`src/common/pmsf_pkg.sv`:
```
package pmsf_pkg;

  // Register addresses on the processor's special function bus
  localparam logic [7:0] PM_IRQ_ENABLE_ADDR = 8'hEC;
  localparam logic [7:0] SUPPLY_SWITCH_CFG_ADDR = 8'hF5;
  localparam logic [7:0] PM_IRQ_FLAGS_ADDR = 8'hF8;
  localparam logic [7:0] EXT_INT_WAKE_CFG_ADDR = 8'hFF;

  // Flag register bit positions
  localparam int FLAG_RESTORED = 7;
  localparam int FLAG_SUMMARY = 6;
  localparam int FLAG_SAG = 5;
  localparam int FLAG_RESERVED = 4;
  localparam int FLAG_SWITCHED = 3;
  localparam int FLAG_BATTERY = 2;
  localparam int FLAG_TO_BATTERY = 1;
  localparam int FLAG_DC_LOW = 0;

  // Enable register bit positions
  localparam int EN_RESTORED = 7;
  localparam int EN_READ_CLEAR = 6;
  localparam int EN_SAG = 5;
  localparam int EN_SWITCHED = 3;
  localparam int EN_BATTERY = 2;
  localparam int EN_TO_BATTERY = 1;
  localparam int EN_DC_INPUT = 0;

  // Enable bits that gate new flag events onto the summary flag
  localparam logic [7:0] EN_SUMMARY_MASK = 8'hAF;
  // Writable bits of each register; the rest read as zero
  localparam logic [7:0] EN_WRITE_MASK = 8'hEF;
  localparam logic [7:0] FLAG_WRITE_MASK = 8'hEF;

  // Pin configuration register fields
  localparam int PIN_CAL_EN = 7;
  localparam int PIN1_FN_LSB = 1;
  localparam int PIN1_FN_MSB = 3;
  localparam int PIN0_EN = 0;

  // Switchover policy field
  localparam int POLICY_LSB = 0;
  localparam int POLICY_MSB = 1;

  // Reset values
  localparam logic [7:0] PM_IRQ_ENABLE_RST = 8'h00;
  localparam logic [1:0] POLICY_RST = 2'h0;
  localparam logic [7:0] PM_IRQ_FLAGS_RST = 8'h00;
  localparam logic [2:0] PIN1_FN_RST = 3'h0;
  localparam logic PIN_BIT_RST = 1'b0;

  typedef enum logic [1:0] {
    POL_LOW_VDD,
    POL_LOW_VDD_AND_DC,
    POL_OFF_A,
    POL_OFF_B
  } pmsf_policy_e;

endpackage

```
`src/common/pmsf_sw_if.sv`:
```
`timescale 1ns/10ps
`default_nettype none
interface pmsf_sw_if;
  import pmsf_pkg::*;
  logic main_low;
  logic dc_low;
  logic [1:0] policy;
  logic on_battery;
  logic to_battery;
  logic restored;

  modport ctrl (output main_low, output dc_low, output policy,
                input on_battery, input to_battery, input restored);
  modport sw (input main_low, input dc_low, input policy,
              output on_battery, output to_battery, output restored);
endinterface
`default_nettype wire

```
`src/core/pmsf_sync.sv`:
```
`timescale 1ns/10ps
`default_nettype none
module pmsf_sync #(
  parameter int W = 8
) (
  input wire logic sys_clk,
  input wire logic sys_rst,
  input wire logic [W-1:0] async_in,
  output logic [W-1:0] sync_out
);
  typedef struct packed {
    logic [W-1:0] meta;
    logic [W-1:0] stable;
  } pmsf_sync_s;

  pmsf_sync_s st_q;
  pmsf_sync_s st_d;

  // First stage feeds only the second stage
  always_comb begin
    st_d.meta = async_in;
    st_d.stable = st_q.meta;
  end

  always_ff @(posedge sys_clk or posedge sys_rst) begin
    if (sys_rst) begin
      st_q <= '0;
    end else begin
      st_q <= st_d;
    end
  end

  assign sync_out = st_q.stable;
endmodule
`default_nettype wire

```
`src/core/pmsf_switch.sv`:
```
`timescale 1ns/10ps
`default_nettype none
module pmsf_switch
  import pmsf_pkg::*;
(
  input wire logic sys_clk,
  input wire logic sys_rst,
  pmsf_sw_if.sw sw
);
  typedef struct packed {
    logic on_battery;
    logic to_battery;
    logic restored;
  } pmsf_switch_s;

  pmsf_switch_s st_q;
  pmsf_switch_s st_d;
  logic allow;

  always_comb begin
    case (pmsf_policy_e'(sw.policy))
      POL_LOW_VDD: allow = sw.main_low;
      POL_LOW_VDD_AND_DC: allow = sw.main_low & sw.dc_low;
      default: allow = 1'b0;
    endcase
    st_d = st_q;
    st_d.to_battery = 1'b0;
    st_d.restored = 1'b0;
    if (!st_q.on_battery && allow) begin
      st_d.on_battery = 1'b1;
      st_d.to_battery = 1'b1;
    end else if (st_q.on_battery && !sw.main_low) begin
      // Return only once main supply is good, whatever the policy now says
      st_d.on_battery = 1'b0;
      st_d.restored = 1'b1;
    end
  end

  always_ff @(posedge sys_clk or posedge sys_rst) begin
    if (sys_rst) begin
      st_q <= '0;
    end else begin
      st_q <= st_d;
    end
  end

  assign sw.on_battery = st_q.on_battery;
  assign sw.to_battery = st_q.to_battery;
  assign sw.restored = st_q.restored;
endmodule
`default_nettype wire

```
`src/core/pmsf_top.sv`:
```
`timescale 1ns/10ps
`default_nettype none
module pmsf_top
  import pmsf_pkg::*;
(
  input wire logic sys_clk,
  input wire logic sys_rst,
  input wire logic [7:0] sfr_addr,
  input wire logic sfr_wr,
  input wire logic sfr_rd,
  input wire logic [7:0] sfr_wdata,
  output logic [7:0] sfr_rdata,
  input wire logic main_supply_low,
  input wire logic dc_input_sense,
  input wire logic switched_supply_delta,
  input wire logic switched_supply_ready,
  input wire logic battery_threshold,
  input wire logic battery_ready,
  input wire logic line_sag,
  input wire logic rtc_1hz,
  input wire logic gpio_pin1_out,
  output logic calib_freq_out_a,
  output logic battery_control_out,
  output logic irq_pin1_o,
  output logic irq_pin1_oe,
  output logic irq_pin1_in_en,
  output logic irq_pin0_enable,
  output logic switched_supply,
  output logic meter_status_read_clear,
  output logic power_irq_summary_flag
);
  localparam int NSYNC = 9;

  typedef struct packed {
    logic [7:0] en;
    logic [1:0] policy;
    logic cal_en;
    logic [2:0] pin1_fn;
    logic pin0_en;
    logic [7:0] flags;
    logic [5:0] prev;
    logic [7:0] rdata;
    logic cal_out;
    logic batt_ctl;
    logic pin1_o;
    logic pin1_oe;
    logic pin1_in_en;
    logic pin0_out;
    logic on_batt;
    logic rd_clear;
  } pmsf_top_s;

  pmsf_top_s st_q;
  pmsf_top_s st_d;

  logic [NSYNC-1:0] raw_in;
  logic [NSYNC-1:0] syn;
  logic main_low_s;
  logic dc_low_s;
  logic delta_s;
  logic ready_s;
  logic bat_low_s;
  logic bat_ready_s;
  logic sag_s;
  logic tick_s;
  logic gpio_s;
  logic [5:0] levels;
  logic [5:0] rises;
  logic [7:0] set_ev;
  logic hit_en;
  logic hit_cfg;
  logic hit_flags;
  logic hit_pin;
  logic [7:0] read_mux;

  pmsf_sw_if swi ();

  // Analog monitor levels and the RTC tick come from other domains
  assign raw_in = {gpio_pin1_out, rtc_1hz, line_sag, battery_ready, battery_threshold,
                   switched_supply_ready, switched_supply_delta, dc_input_sense,
                   main_supply_low};

  pmsf_sync #(
    .W(NSYNC)
  ) u_sync (
    .sys_clk(sys_clk),
    .sys_rst(sys_rst),
    .async_in(raw_in),
    .sync_out(syn)
  );

  assign main_low_s = syn[0];
  assign dc_low_s = syn[1];
  assign delta_s = syn[2];
  assign ready_s = syn[3];
  assign bat_low_s = syn[4];
  assign bat_ready_s = syn[5];
  assign sag_s = syn[6];
  assign tick_s = syn[7];
  assign gpio_s = syn[8];

  assign swi.main_low = main_low_s;
  assign swi.dc_low = dc_low_s;
  assign swi.policy = st_q.policy;

  pmsf_switch u_switch (
    .sys_clk(sys_clk),
    .sys_rst(sys_rst),
    .sw(swi.sw)
  );

  // Monitor inputs are levels; only their rising edges count as events
  assign levels = {sag_s, bat_ready_s, bat_low_s, ready_s, delta_s, dc_low_s};
  assign rises = levels & ~st_q.prev;

  always_comb begin
    set_ev = 8'h00;
    set_ev[FLAG_RESTORED] = swi.restored;
    set_ev[FLAG_SAG] = rises[5];
    set_ev[FLAG_SWITCHED] = rises[1] | rises[2];
    set_ev[FLAG_BATTERY] = rises[3] | rises[4];
    set_ev[FLAG_TO_BATTERY] = swi.to_battery;
    set_ev[FLAG_DC_LOW] = rises[0];
    // Summary follows the enabled events themselves, not stale flags
    set_ev[FLAG_SUMMARY] = |(set_ev & st_q.en & EN_SUMMARY_MASK);
  end

  // Address decode
  assign hit_en = (sfr_addr == PM_IRQ_ENABLE_ADDR);
  assign hit_cfg = (sfr_addr == SUPPLY_SWITCH_CFG_ADDR);
  assign hit_flags = (sfr_addr == PM_IRQ_FLAGS_ADDR);
  assign hit_pin = (sfr_addr == EXT_INT_WAKE_CFG_ADDR);

  always_comb begin
    read_mux = 8'h00;
    if (hit_en) begin
      read_mux = st_q.en;
    end else if (hit_cfg) begin
      read_mux = {6'h00, st_q.policy};
    end else if (hit_flags) begin
      read_mux = st_q.flags;
    end else if (hit_pin) begin
      read_mux = {st_q.cal_en, 3'h0, st_q.pin1_fn, st_q.pin0_en};
    end
  end

  always_comb begin
    st_d = st_q;
    st_d.prev = levels;
    st_d.on_batt = swi.on_battery;

    // Register writes
    if (sfr_wr && hit_en) begin
      st_d.en = sfr_wdata & EN_WRITE_MASK;
    end
    if (sfr_wr && hit_cfg) begin
      // Upper bits are held at zero by software; they are not stored
      st_d.policy = sfr_wdata[POLICY_MSB:POLICY_LSB];
    end
    if (sfr_wr && hit_pin) begin
      st_d.cal_en = sfr_wdata[PIN_CAL_EN];
      st_d.pin1_fn = sfr_wdata[PIN1_FN_MSB:PIN1_FN_LSB];
      st_d.pin0_en = sfr_wdata[PIN0_EN];
    end

    // Writing zero clears a flag, writing one leaves it; a new event wins
    if (sfr_wr && hit_flags) begin
      st_d.flags = st_q.flags & sfr_wdata;
    end
    st_d.flags = (st_d.flags | set_ev) & FLAG_WRITE_MASK;

    // Registered read data; unmapped addresses answer zero
    if (sfr_rd) begin
      st_d.rdata = read_mux;
    end

    // Calibration output follows the synchronised tick while enabled
    st_d.cal_out = st_q.cal_en & tick_s;

    // First interrupt pin function
    st_d.pin1_o = 1'b0;
    st_d.pin1_oe = 1'b0;
    st_d.pin1_in_en = 1'b0;
    st_d.batt_ctl = 1'b0;
    case (st_q.pin1_fn[1:0])
      2'b00: begin
        st_d.pin1_o = gpio_s;
        st_d.pin1_oe = 1'b1;
      end
      2'b01: begin
        st_d.batt_ctl = swi.on_battery;
        st_d.pin1_o = swi.on_battery;
        st_d.pin1_oe = 1'b1;
      end
      default: begin
        st_d.pin1_in_en = st_q.pin1_fn[2];
      end
    endcase
    st_d.pin0_out = st_q.pin0_en;

    st_d.rd_clear = st_q.en[EN_READ_CLEAR];
  end

  always_ff @(posedge sys_clk or posedge sys_rst) begin
    if (sys_rst) begin
      st_q <= '0;
      st_q.en <= PM_IRQ_ENABLE_RST;
      st_q.policy <= POLICY_RST;
      st_q.flags <= PM_IRQ_FLAGS_RST;
      st_q.pin1_fn <= PIN1_FN_RST;
      st_q.cal_en <= PIN_BIT_RST;
      st_q.pin0_en <= PIN_BIT_RST;
    end else begin
      st_q <= st_d;
    end
  end

  assign sfr_rdata = st_q.rdata;
  assign calib_freq_out_a = st_q.cal_out;
  assign battery_control_out = st_q.batt_ctl;
  assign irq_pin1_o = st_q.pin1_o;
  assign irq_pin1_oe = st_q.pin1_oe;
  assign irq_pin1_in_en = st_q.pin1_in_en;
  assign irq_pin0_enable = st_q.pin0_out;
  assign switched_supply = st_q.on_batt;
  assign meter_status_read_clear = st_q.rd_clear;
  assign power_irq_summary_flag = st_q.flags[FLAG_SUMMARY];
endmodule
`default_nettype wire

```
`config.mk`:
```
export PLATFORM = sky130hd
export DESIGN_NAME = pmsf_top
export DESIGN_NICKNAME = d
export VERILOG_FILES = /design/src/common/pmsf_pkg.sv /design/src/common/pmsf_sw_if.sv /design/src/core/pmsf_sync.sv /design/src/core/pmsf_switch.sv /design/src/core/pmsf_top.sv
export SDC_FILE = /design/constraint.sdc
export NUM_CORES = 1
export LEC_CHECK = 0
export BUFFER_PORTS_ARGS = -buffer_cell sky130_fd_sc_hd__buf_2
export CAP_MARGIN = 30
export CORE_ASPECT_RATIO = 0.7
export CORE_MARGIN = 5
export CORE_UTILIZATION = 35
export DETAILED_ROUTE_END_ITERATION = 8
export SLEW_MARGIN = 5
export SYNTH_ARGS = -nofsm -noshare
export SYNTH_HDL_FRONTEND = slang
export SYNTH_HIERARCHICAL = 1
export SYNTH_SLANG_ARGS = --single-unit
```
`constraint.sdc`:
```
create_clock -name sys_clk -period 3.8 [get_ports sys_clk]
set_input_delay 0.76 -clock sys_clk [delete_from_list [all_inputs] [get_ports sys_clk]]
set_output_delay 0.76 -clock sys_clk [all_outputs]
set_load 0.005 [all_outputs]
```
Word-level counts from Yosys, hierarchy flattened
Index checks and enable logic that the tools add are counted.
{ "word_totals": {"output_inout_bits": 17, "in_bits": 29, "ramBits": 0, "mem_bits_ro": 0, "latchBits": 0, "ff_bits": 64, "memories": 0} }
{ "classes": {"n_addsub": 0, "n_eq_ne": 6, "magnitude_cmp": 0, "n_bitwise": 9, "mul": 0, "n_mux": 14, "n_shift": 0, "div": 0, "n_reduce_logical": 13} }
{ "op_table": {"columns": ["operator", "count"], "rows": [
  ["two-way mux 8 bit", 5],
  ["equality test 8 bit (second input constant)", 4],
  ["bitwise AND 8 bit", 2],
  ["OR 8 bit", 1],
  ["two-way mux 1 bit", 7],
  ["bitwise AND 6 bit", 1],
  ["logical AND 1 bit", 6],
  ["NOT 6 bit", 1],
  ["OR reduction 6 bit", 1],
  ["equality test 2 x 1 -> 1 bit (second input constant)", 2],
  ["logical NOT 2 bit", 2],
  ["case mux 2 bit (2 select lines)", 1],
  ["bitwise AND 1 bit", 2],
  ["logical NOT 1 bit", 2],
  ["OR 1 bit", 2],
  ["case mux 1 bit (2 select lines)", 1],
  ["nonzero test 2 bit", 1],
  ["OR reduction 2 bit", 1]
]} }

Depth between registers and ports, before layout
Gate-level depths: netlist of the first run.
{ "depth": {"word_depth": 6, "mapped_depth": 5} }

By module
Netlist of the first run, hierarchy kept.
{ "modules_own_cells": {"columns": ["mod", "n_inst", "area_each_um2", "cells_per_inst"], "rows": [
  ["pmsf_top", 1, 1851.8, 158],
  ["pmsf_sync", 1, 454.2, 19],
  ["pmsf_switch", 1, 127.6, 11]
]} }

Worst setup path after synthesis of the first run
Ideal clock, no wire load.
{ "synth_timing": {"kind": "input-to-reg", "from": "in sfr_addr[4]", "to": "reg st_q (netlist bit st_d[0])", "t_arrival_ns": 1.682, "stages": 5, "setup_time_ns": 0.125, "setup_slack_ns": 1.993, "path_buffers": 1, "cell_sequence": "and2b_1 and3_1 buf_6 nand2_8 mux2_4"} }
{ "synth_between": {"elab_chain_len": 2} }
{ "synth_rtl": {"columns": ["element", "line", "rtl"], "rows": [
  ["from (decl)", "pmsf_top.sv:8", "input wire logic [7:0] sfr_addr,"],
  ["equality test 8 bit", "pmsf_top.sv:129", "assign hit_en = (sfr_addr == PM_IRQ_ENABLE_ADDR);"],
  ["logical AND 1 bit", "pmsf_top.sv:153", "if (sfr_wr && hit_en) begin"],
  ["to (signal assigned)", "pmsf_top.sv:214", "st_q <= st_d;"],
  ["to (decl)", "pmsf_top.sv:53", "pmsf_top_s st_q;"]
]} }
No other way between the ends.
A chain may end at the register's enable or synchronous reset.

Worst setup path in the final report of the first run
{ "layout_timing": {"from": "in sfr_addr[4]", "to": "reg st_q[37] (netlist name)"} }
The elaborated chain is that of the path after synthesis.

==> results of run 1 <==
power by group through the flow:
stage / Combinational, mW / Sequential [mW] / Clock [mW]
2_1_floorplan: 0.0442 / 0.721 / 0
3_3_place_gp: 0.0736 / 0.726 / 0
3_5_place_dp: 0.0758 / 0.727 / 0
4_1_cts: 0.0761 / 0.715 / 0.536
5_1_grt: 0.0853 / 0.718 / 0.566
6_report: 0.0740 / 0.714 / 0.516
metal layers:
metal,vias up,global-route usage
li1,731,-
met1,727,0.178
met2,57,0.161
met3,16,0.0534
met4,0,0.0648
met5,-,0
sequential cells by signal (all words and copies together) (netlist names), 2 cells and up:
name             count
st_q                22
u_sync/sync_out      9
st_d                 2
u_sync/st_d          9
swi.policy           2
sfr_rdata            7
per-stage QoR:
step	utilization	power, mW	cells	worst slack [ps]
after global placement	0.399	0.800	315	1610
final	0.426	1.30	331	1930
after global routing	0.426	1.37	331	1790
after floorplan	-	0.766	188	1990
after detailed placement	0.399	0.803	315	1570
after CTS	0.426	1.33	331	1940
worst max path at each step:
stage                           start                      to  slack, ps  cells past startpoint
after CTS                 sfr_addr[4]  power_irq_summary_flag       1940                      5
after floorplan           sfr_addr[4]                 st_d[0]       1990                      5
final                     sfr_addr[4]                st_q[37]       1930                      5
after global routing      sfr_addr[4]  power_irq_summary_flag       1790                      5
after detailed placement  sfr_addr[4]  power_irq_summary_flag       1570                      5
after global placement    sfr_addr[4]  power_irq_summary_flag       1610                      5
cell families (layout without fill, tap and decap cells):
family,after synthesis,in the layout,synth area share
AND/OR/NAND/NOR,41,41,0.104
AO/OA/AOI/OAI,43,43,0.115
multiplexers,14,14,0.0756
buffers and inverters,26,75,0.0560
flip-flops,63,63,0.648
other,1,1,0.00154
Yosys cell counts:
cell type,n
and2b_1,1
a31oi_1,6
nand2_8,1
a21oi_1,8
o41a_1,1
nor2_1,6
nand2b_1,8
dfrtp_1,63
a31o_1,2
a222oi_1,1
nand3b_1,1
and3_1,3
o22ai_1,4
or2_1,1
nor2_2,1
buf_4,8
inv_1,15
o21ai_0,12
nand3_1,4
mux2_4,7
buf_2,1
nor2b_1,7
nand2_1,2
a221oi_2,1
buf_6,1
a2111oi_2,1
nand4_1,2
o21ai_1,2
nor3b_2,1
a22oi_1,5
clkbuf_1,1
mux2_1,7
and2_1,3
conb_1,1
worst max-delay path, cell delays in order:
cell     delay (ps)
buf_2           110
and2b_1         300
and3_1          470
nand2_8         140
mux2_4          320
final cells by class:
cell class                      count  area, um2  area share
Multi-Input combinational cell     99        721       0.251
Tap cell                           94        118      0.0409
Sequential cell                    63       1580       0.548
Clock inverter                      6       43.8      0.0152
Timing Repair Buffer               44        223      0.0775
Inverter                           15       56.3      0.0196
Clock buffer                       10        138      0.0479
==> impl_metrics.json, run 1 <==
{
  "antenna_found_initial": 0,
  "maxCapViolCount": 0,
  "ant_nets": 0,
  "clk_path_buf_depth": 2,
  "io_pins": 46,
  "fin_tns_setup_ps": 0,
  "pwr-share-comb": 0.057,
  "dieArea_mm2": 0.00875,
  "wl_per_cell_um": 14.6,
  "dr.pass1.iters": 4,
  "status": "finished clean",
  "tightest_slew_ps": 627,
  "top_layer": "met4",
  "start_util": 0.360,
  "rr_worst_depth": 3,
  "wl_met2_mm": 1.91,
  "cts_hold_buf": 0,
  "drv_slew": 0,
  "clk_pin_slew_ps": 70,
  "row_count": 25,
  "peakVddDrop_mv": 0.266,
  "die_w_um": 110,
  "cp_max_fo": 8,
  "slew_headroom": 0.582,
  "worstReg2RegEnd": "sfr_rdata[1]",
  "layout_min_cycle_time_ps": 1870,
  "grt_pass1_vias": 1570,
  "leakagePower_nw": 1.38,
  "swShare": 0.245,
  "crit_type": "input port to flip-flop",
  "synth-warning-count": 6,
  "p_int_uw": 985,
  "overflow": 0,
  "finalSetupViolations": 0,
  "dr_wl_met3_um": 426,
  "hpwlAfterDp_mm": 3.53,
  "grtUsageTotal": 0.126,
  "switchingPower_uw": 320,
  "r2r_setup_slack_ps": 2670,
  "crit_arrival_ps": 2100,
  "synth_cell_types": 34,
  "ctsRootBufferMaster": "clkbuf_8",
  "routed_via_density": 4.63,
  "num-fill-cells": 661,
  "design_area_mm2": 0.00288,
  "r2r_start": "swi.policy[1]",
  "num_vias": 1531,
  "hold_ws_ps": 288,
  "clkSinkCount": 63,
  "synth_area_leaders": "dfrtp_1 (65%), mux2_4 (4.3%), mux2_1 (3.2%)",
  "avgSynthCellArea_um2": 12.9,
  "drive_gt1_frac": 0.304,
  "gp_congestion": 0.791,
  "port_buffers": 43,
  "post-route-period-util": 0.492,
  "clkPwrFrac": 0.396,
  "netlist_instances": 188,
  "final_cell_mix": "dfrtp_1 (63), buf_2 (43), inv_1 (15)",
  "syn_to_final_growth_pct": 18.1,
  "worst_setup_path_end_kind": "flip-flop",
  "post_cts_buffers": 0,
  "seq_area_frac_synth": 0.648,
  "dieHeight_um": 79.8,
  "synth-seq-cells": 63,
  "cts_tree": "built",
  "drt_iter0_markers": 45,
  "power.density_mw_per_mm2": 454,
  "wl_met1_mm": 2.38,
  "hp-class": "input port to async pin",
  "coreArea_mm2": 0.00676,
  "p_seq_frac": 0.548,
  "synth_top_cell_by_area": "dfrtp_1",
  "rsz0062_at_grt": "no",
  "synth_fp_nets": 217,
  "cts_max_level": 3,
  "skew_ps": 5.41,
  "cts_buffers": 9,
  "diodes": 0,
  "synth.top_cell.area_share": 0.648,
  "routed_wl_mm": 4.83,
  "synth_area_mm2": 0.00243,
  "cts_resized": 0,
  "final_common_cell": "dfrtp_1",
  "final_nets": 261,
  "clk_latency_ps": 340,
  "worstPathRequired_ps": 4030,
  "start_kind": "input port",
  "fmax_mhz": 535,
  "final_hold_viol_count": 0,
  "place_area_mm2": 0.00269,
  "drc": 0,
  "grt_start_max_net_pins": 43,
  "grt_pass1_wl_mm": 7.99
}
Note: power is estimated with default switching activity, not from simulation.
==> run 2, diff against run 1 <==
==> constraint.sdc (replaced) <==
create_clock -name sys_clk -period 1.79 [get_ports sys_clk]
set_input_delay 0.358 -clock sys_clk [delete_from_list [all_inputs] [get_ports sys_clk]]
set_output_delay 0.358 -clock sys_clk [all_outputs]
set_load 0.005 [all_outputs]
==> run 2 against run 1 <==
Effect of this change: die area stayed put; sequential power is 110% higher; worst setup slack worse by 1500 ps; cell count is 1.2% higher; highest routed layer unchanged.
==> impl_metrics.json, run 2 (synthesis results as in run 1) <==
{
  "dp_slack_ps": 77.8,
  "place_area_mm2": 0.00272,
  "dieHeight_um": 79.8,
  "status": "finished clean",
  "fmax_mhz": 732,
  "clk_pin_slew_ps": 70,
  "ant_nets": 0,
  "slew_headroom": 0.573,
  "final_nets": 265,
  "overflow": 0,
  "leakagePower_nw": 1.42,
  "final_hold_viol_count": 0,
  "layout_min_cycle_time_ps": 1370,
  "clk_path_buf_depth": 2,
  "hpwlAfterDp_mm": 3.59,
  "tightest_slew_ps": 640,
  "row_count": 25,
  "drive_gt1_frac": 0.311,
  "post-route-period-util": 0.763,
  "grt_pass1_wl_mm": 7.82,
  "final_common_cell": "dfrtp_1",
  "stdcell_count": 335,
  "coreArea_mm2": 0.00676,
  "hp-class": "input port to flip-flop",
  "r2r_start": "swi.policy[1]",
  "dieArea_mm2": 0.00875,
  "maxCapViolCount": 0,
  "top_register": "st_q",
  "start_util": 0.360,
  "wl_met1_mm": 2.42,
  "worst_setup_path_end_kind": "flip-flop",
  "die_w_um": 110,
  "skew_ps": 5.61,
  "io_pins": 46,
  "crit_end": "power_irq_summary_flag",
  "grt_pass1_vias": 1494,
  "dr.pass1.iters": 4,
  "finalSetupViolations": 0,
  "grt_start_max_net_pins": 43,
  "port_buffers": 43,
  "cp_max_fo": 7,
  "num-fill-cells": 661,
  "largest_reg_flops": 22,
  "rsz0062_at_grt": "no",
  "ctsRootBufferMaster": "clkbuf_8",
  "drc": 0,
  "post_cts_buffers": 0,
  "drv_slew": 0,
  "grtUsageTotal": 0.122,
  "peakVddDrop_mv": 0.502,
  "drt_iter0_markers": 53,
  "crit_type": "input port to flip-flop",
  "clkSinkCount": 63,
  "diodes": 0,
  "layout_setup_ws_ps": 423,
  "worstPathRequired_ps": 1990,
  "crit_arrival_ps": 1570,
  "final_cell_mix": "dfrtp_1 (63), buf_2 (43), inv_1 (15)",
  "r2r_setup_slack_ps": 680,
  "antenna_found_initial": 0,
  "crit_start": "sfr_addr[0]",
  "cts_buffers": 9,
  "wl_met2_mm": 1.93,
  "start_kind": "input port",
  "clk_latency_ps": 330,
  "place_inst": 318,
  "rr_worst_depth": 3,
  "syn_to_final_growth_pct": 20.2,
  "multiInputGateArea_um2": 721,
  "seq_area_mm2": 0.00158,
  "final_util": 0.433,
  "cts_max_level": 3,
  "cts_tree": "built",
  "design_area_mm2": 0.00292,
  "worstReg2RegEnd": "sfr_rdata[1]",
  "routed_wl_mm": 4.83,
  "power.density_mw_per_mm2": 981,
  "wl_per_cell_um": 14.4,
  "routed_via_density": 4.61,
  "gp_congestion": 0.791,
  "fin_tns_setup_ps": 0,
  "top_layer": "met4",
  "num_vias": 1543,
  "dr_wl_met3_um": 371
}
==> run 2: stage by stage <==
stage	hold slack [ps]	power, mW
2_1_floorplan	112	1.63
3_3_place_gp	255	1.70
3_5_place_dp	254	1.71
4_1_cts	103	2.92
5_1_grt	95.2	3.00
6_report	124	2.87
==> run 2: final cells by class <==
cell class                      instances  area share
Multi-Input combinational cell         99       0.246
Sequential cell                        63       0.539
Clock buffer                            9      0.0424
Tap cell                               94      0.0402
Inverter                               15      0.0193
Timing Repair Buffer                   48      0.0873
Clock inverter                          7      0.0252
==> run 2: worst max-delay path: stages <==
cell and delay [ps]:
buf_2 110, nor3b_2 280, nand4_1 370, o21ai_0 320
nand4_1 120
==> run 2: timing repair <==
action / in CTS / in global routing
resized for setup: 0 / 0
endpoints found under the hold margin: 3 / 0
hold buffers: 1 / 0
==> run 2: power by group <==
part | internal (mW) | leakage (nW) | switching, mW
combinational | 0.0722 | 0.553 | 0.0889
sequential | 1.48 | 0.768 | 0.0352
clock | 0.643 | 0.0992 | 0.547
==> run 2: worst min-delay path by stage <==
| stage | end | slack (ps) | depth (start not counted) | from |
|---|---|---|---|---|
| 2_1_floorplan | u_switch/sw.on_battery | 110 | 1 | sys_rst |
| 3_3_place_gp | u_switch/sw.on_battery | 250 | 2 | sys_rst |
| 3_5_place_dp | u_switch/sw.on_battery | 250 | 2 | sys_rst |
| 4_1_cts | u_sync/st_d[6] | 100 | 1 | line_sag |
| 5_1_grt | u_sync/st_d[3] | 100 | 1 | switched_supply_ready |
| 6_report | u_sync/st_d[3] | 120 | 1 | switched_supply_ready |
==> run 2: layer usage <==
metal,vias up,GRT usage
met1,737,0.168
li1,743,-
met4,0,0.0560
met5,-,0
met2,53,0.171
met3,10,0.0445
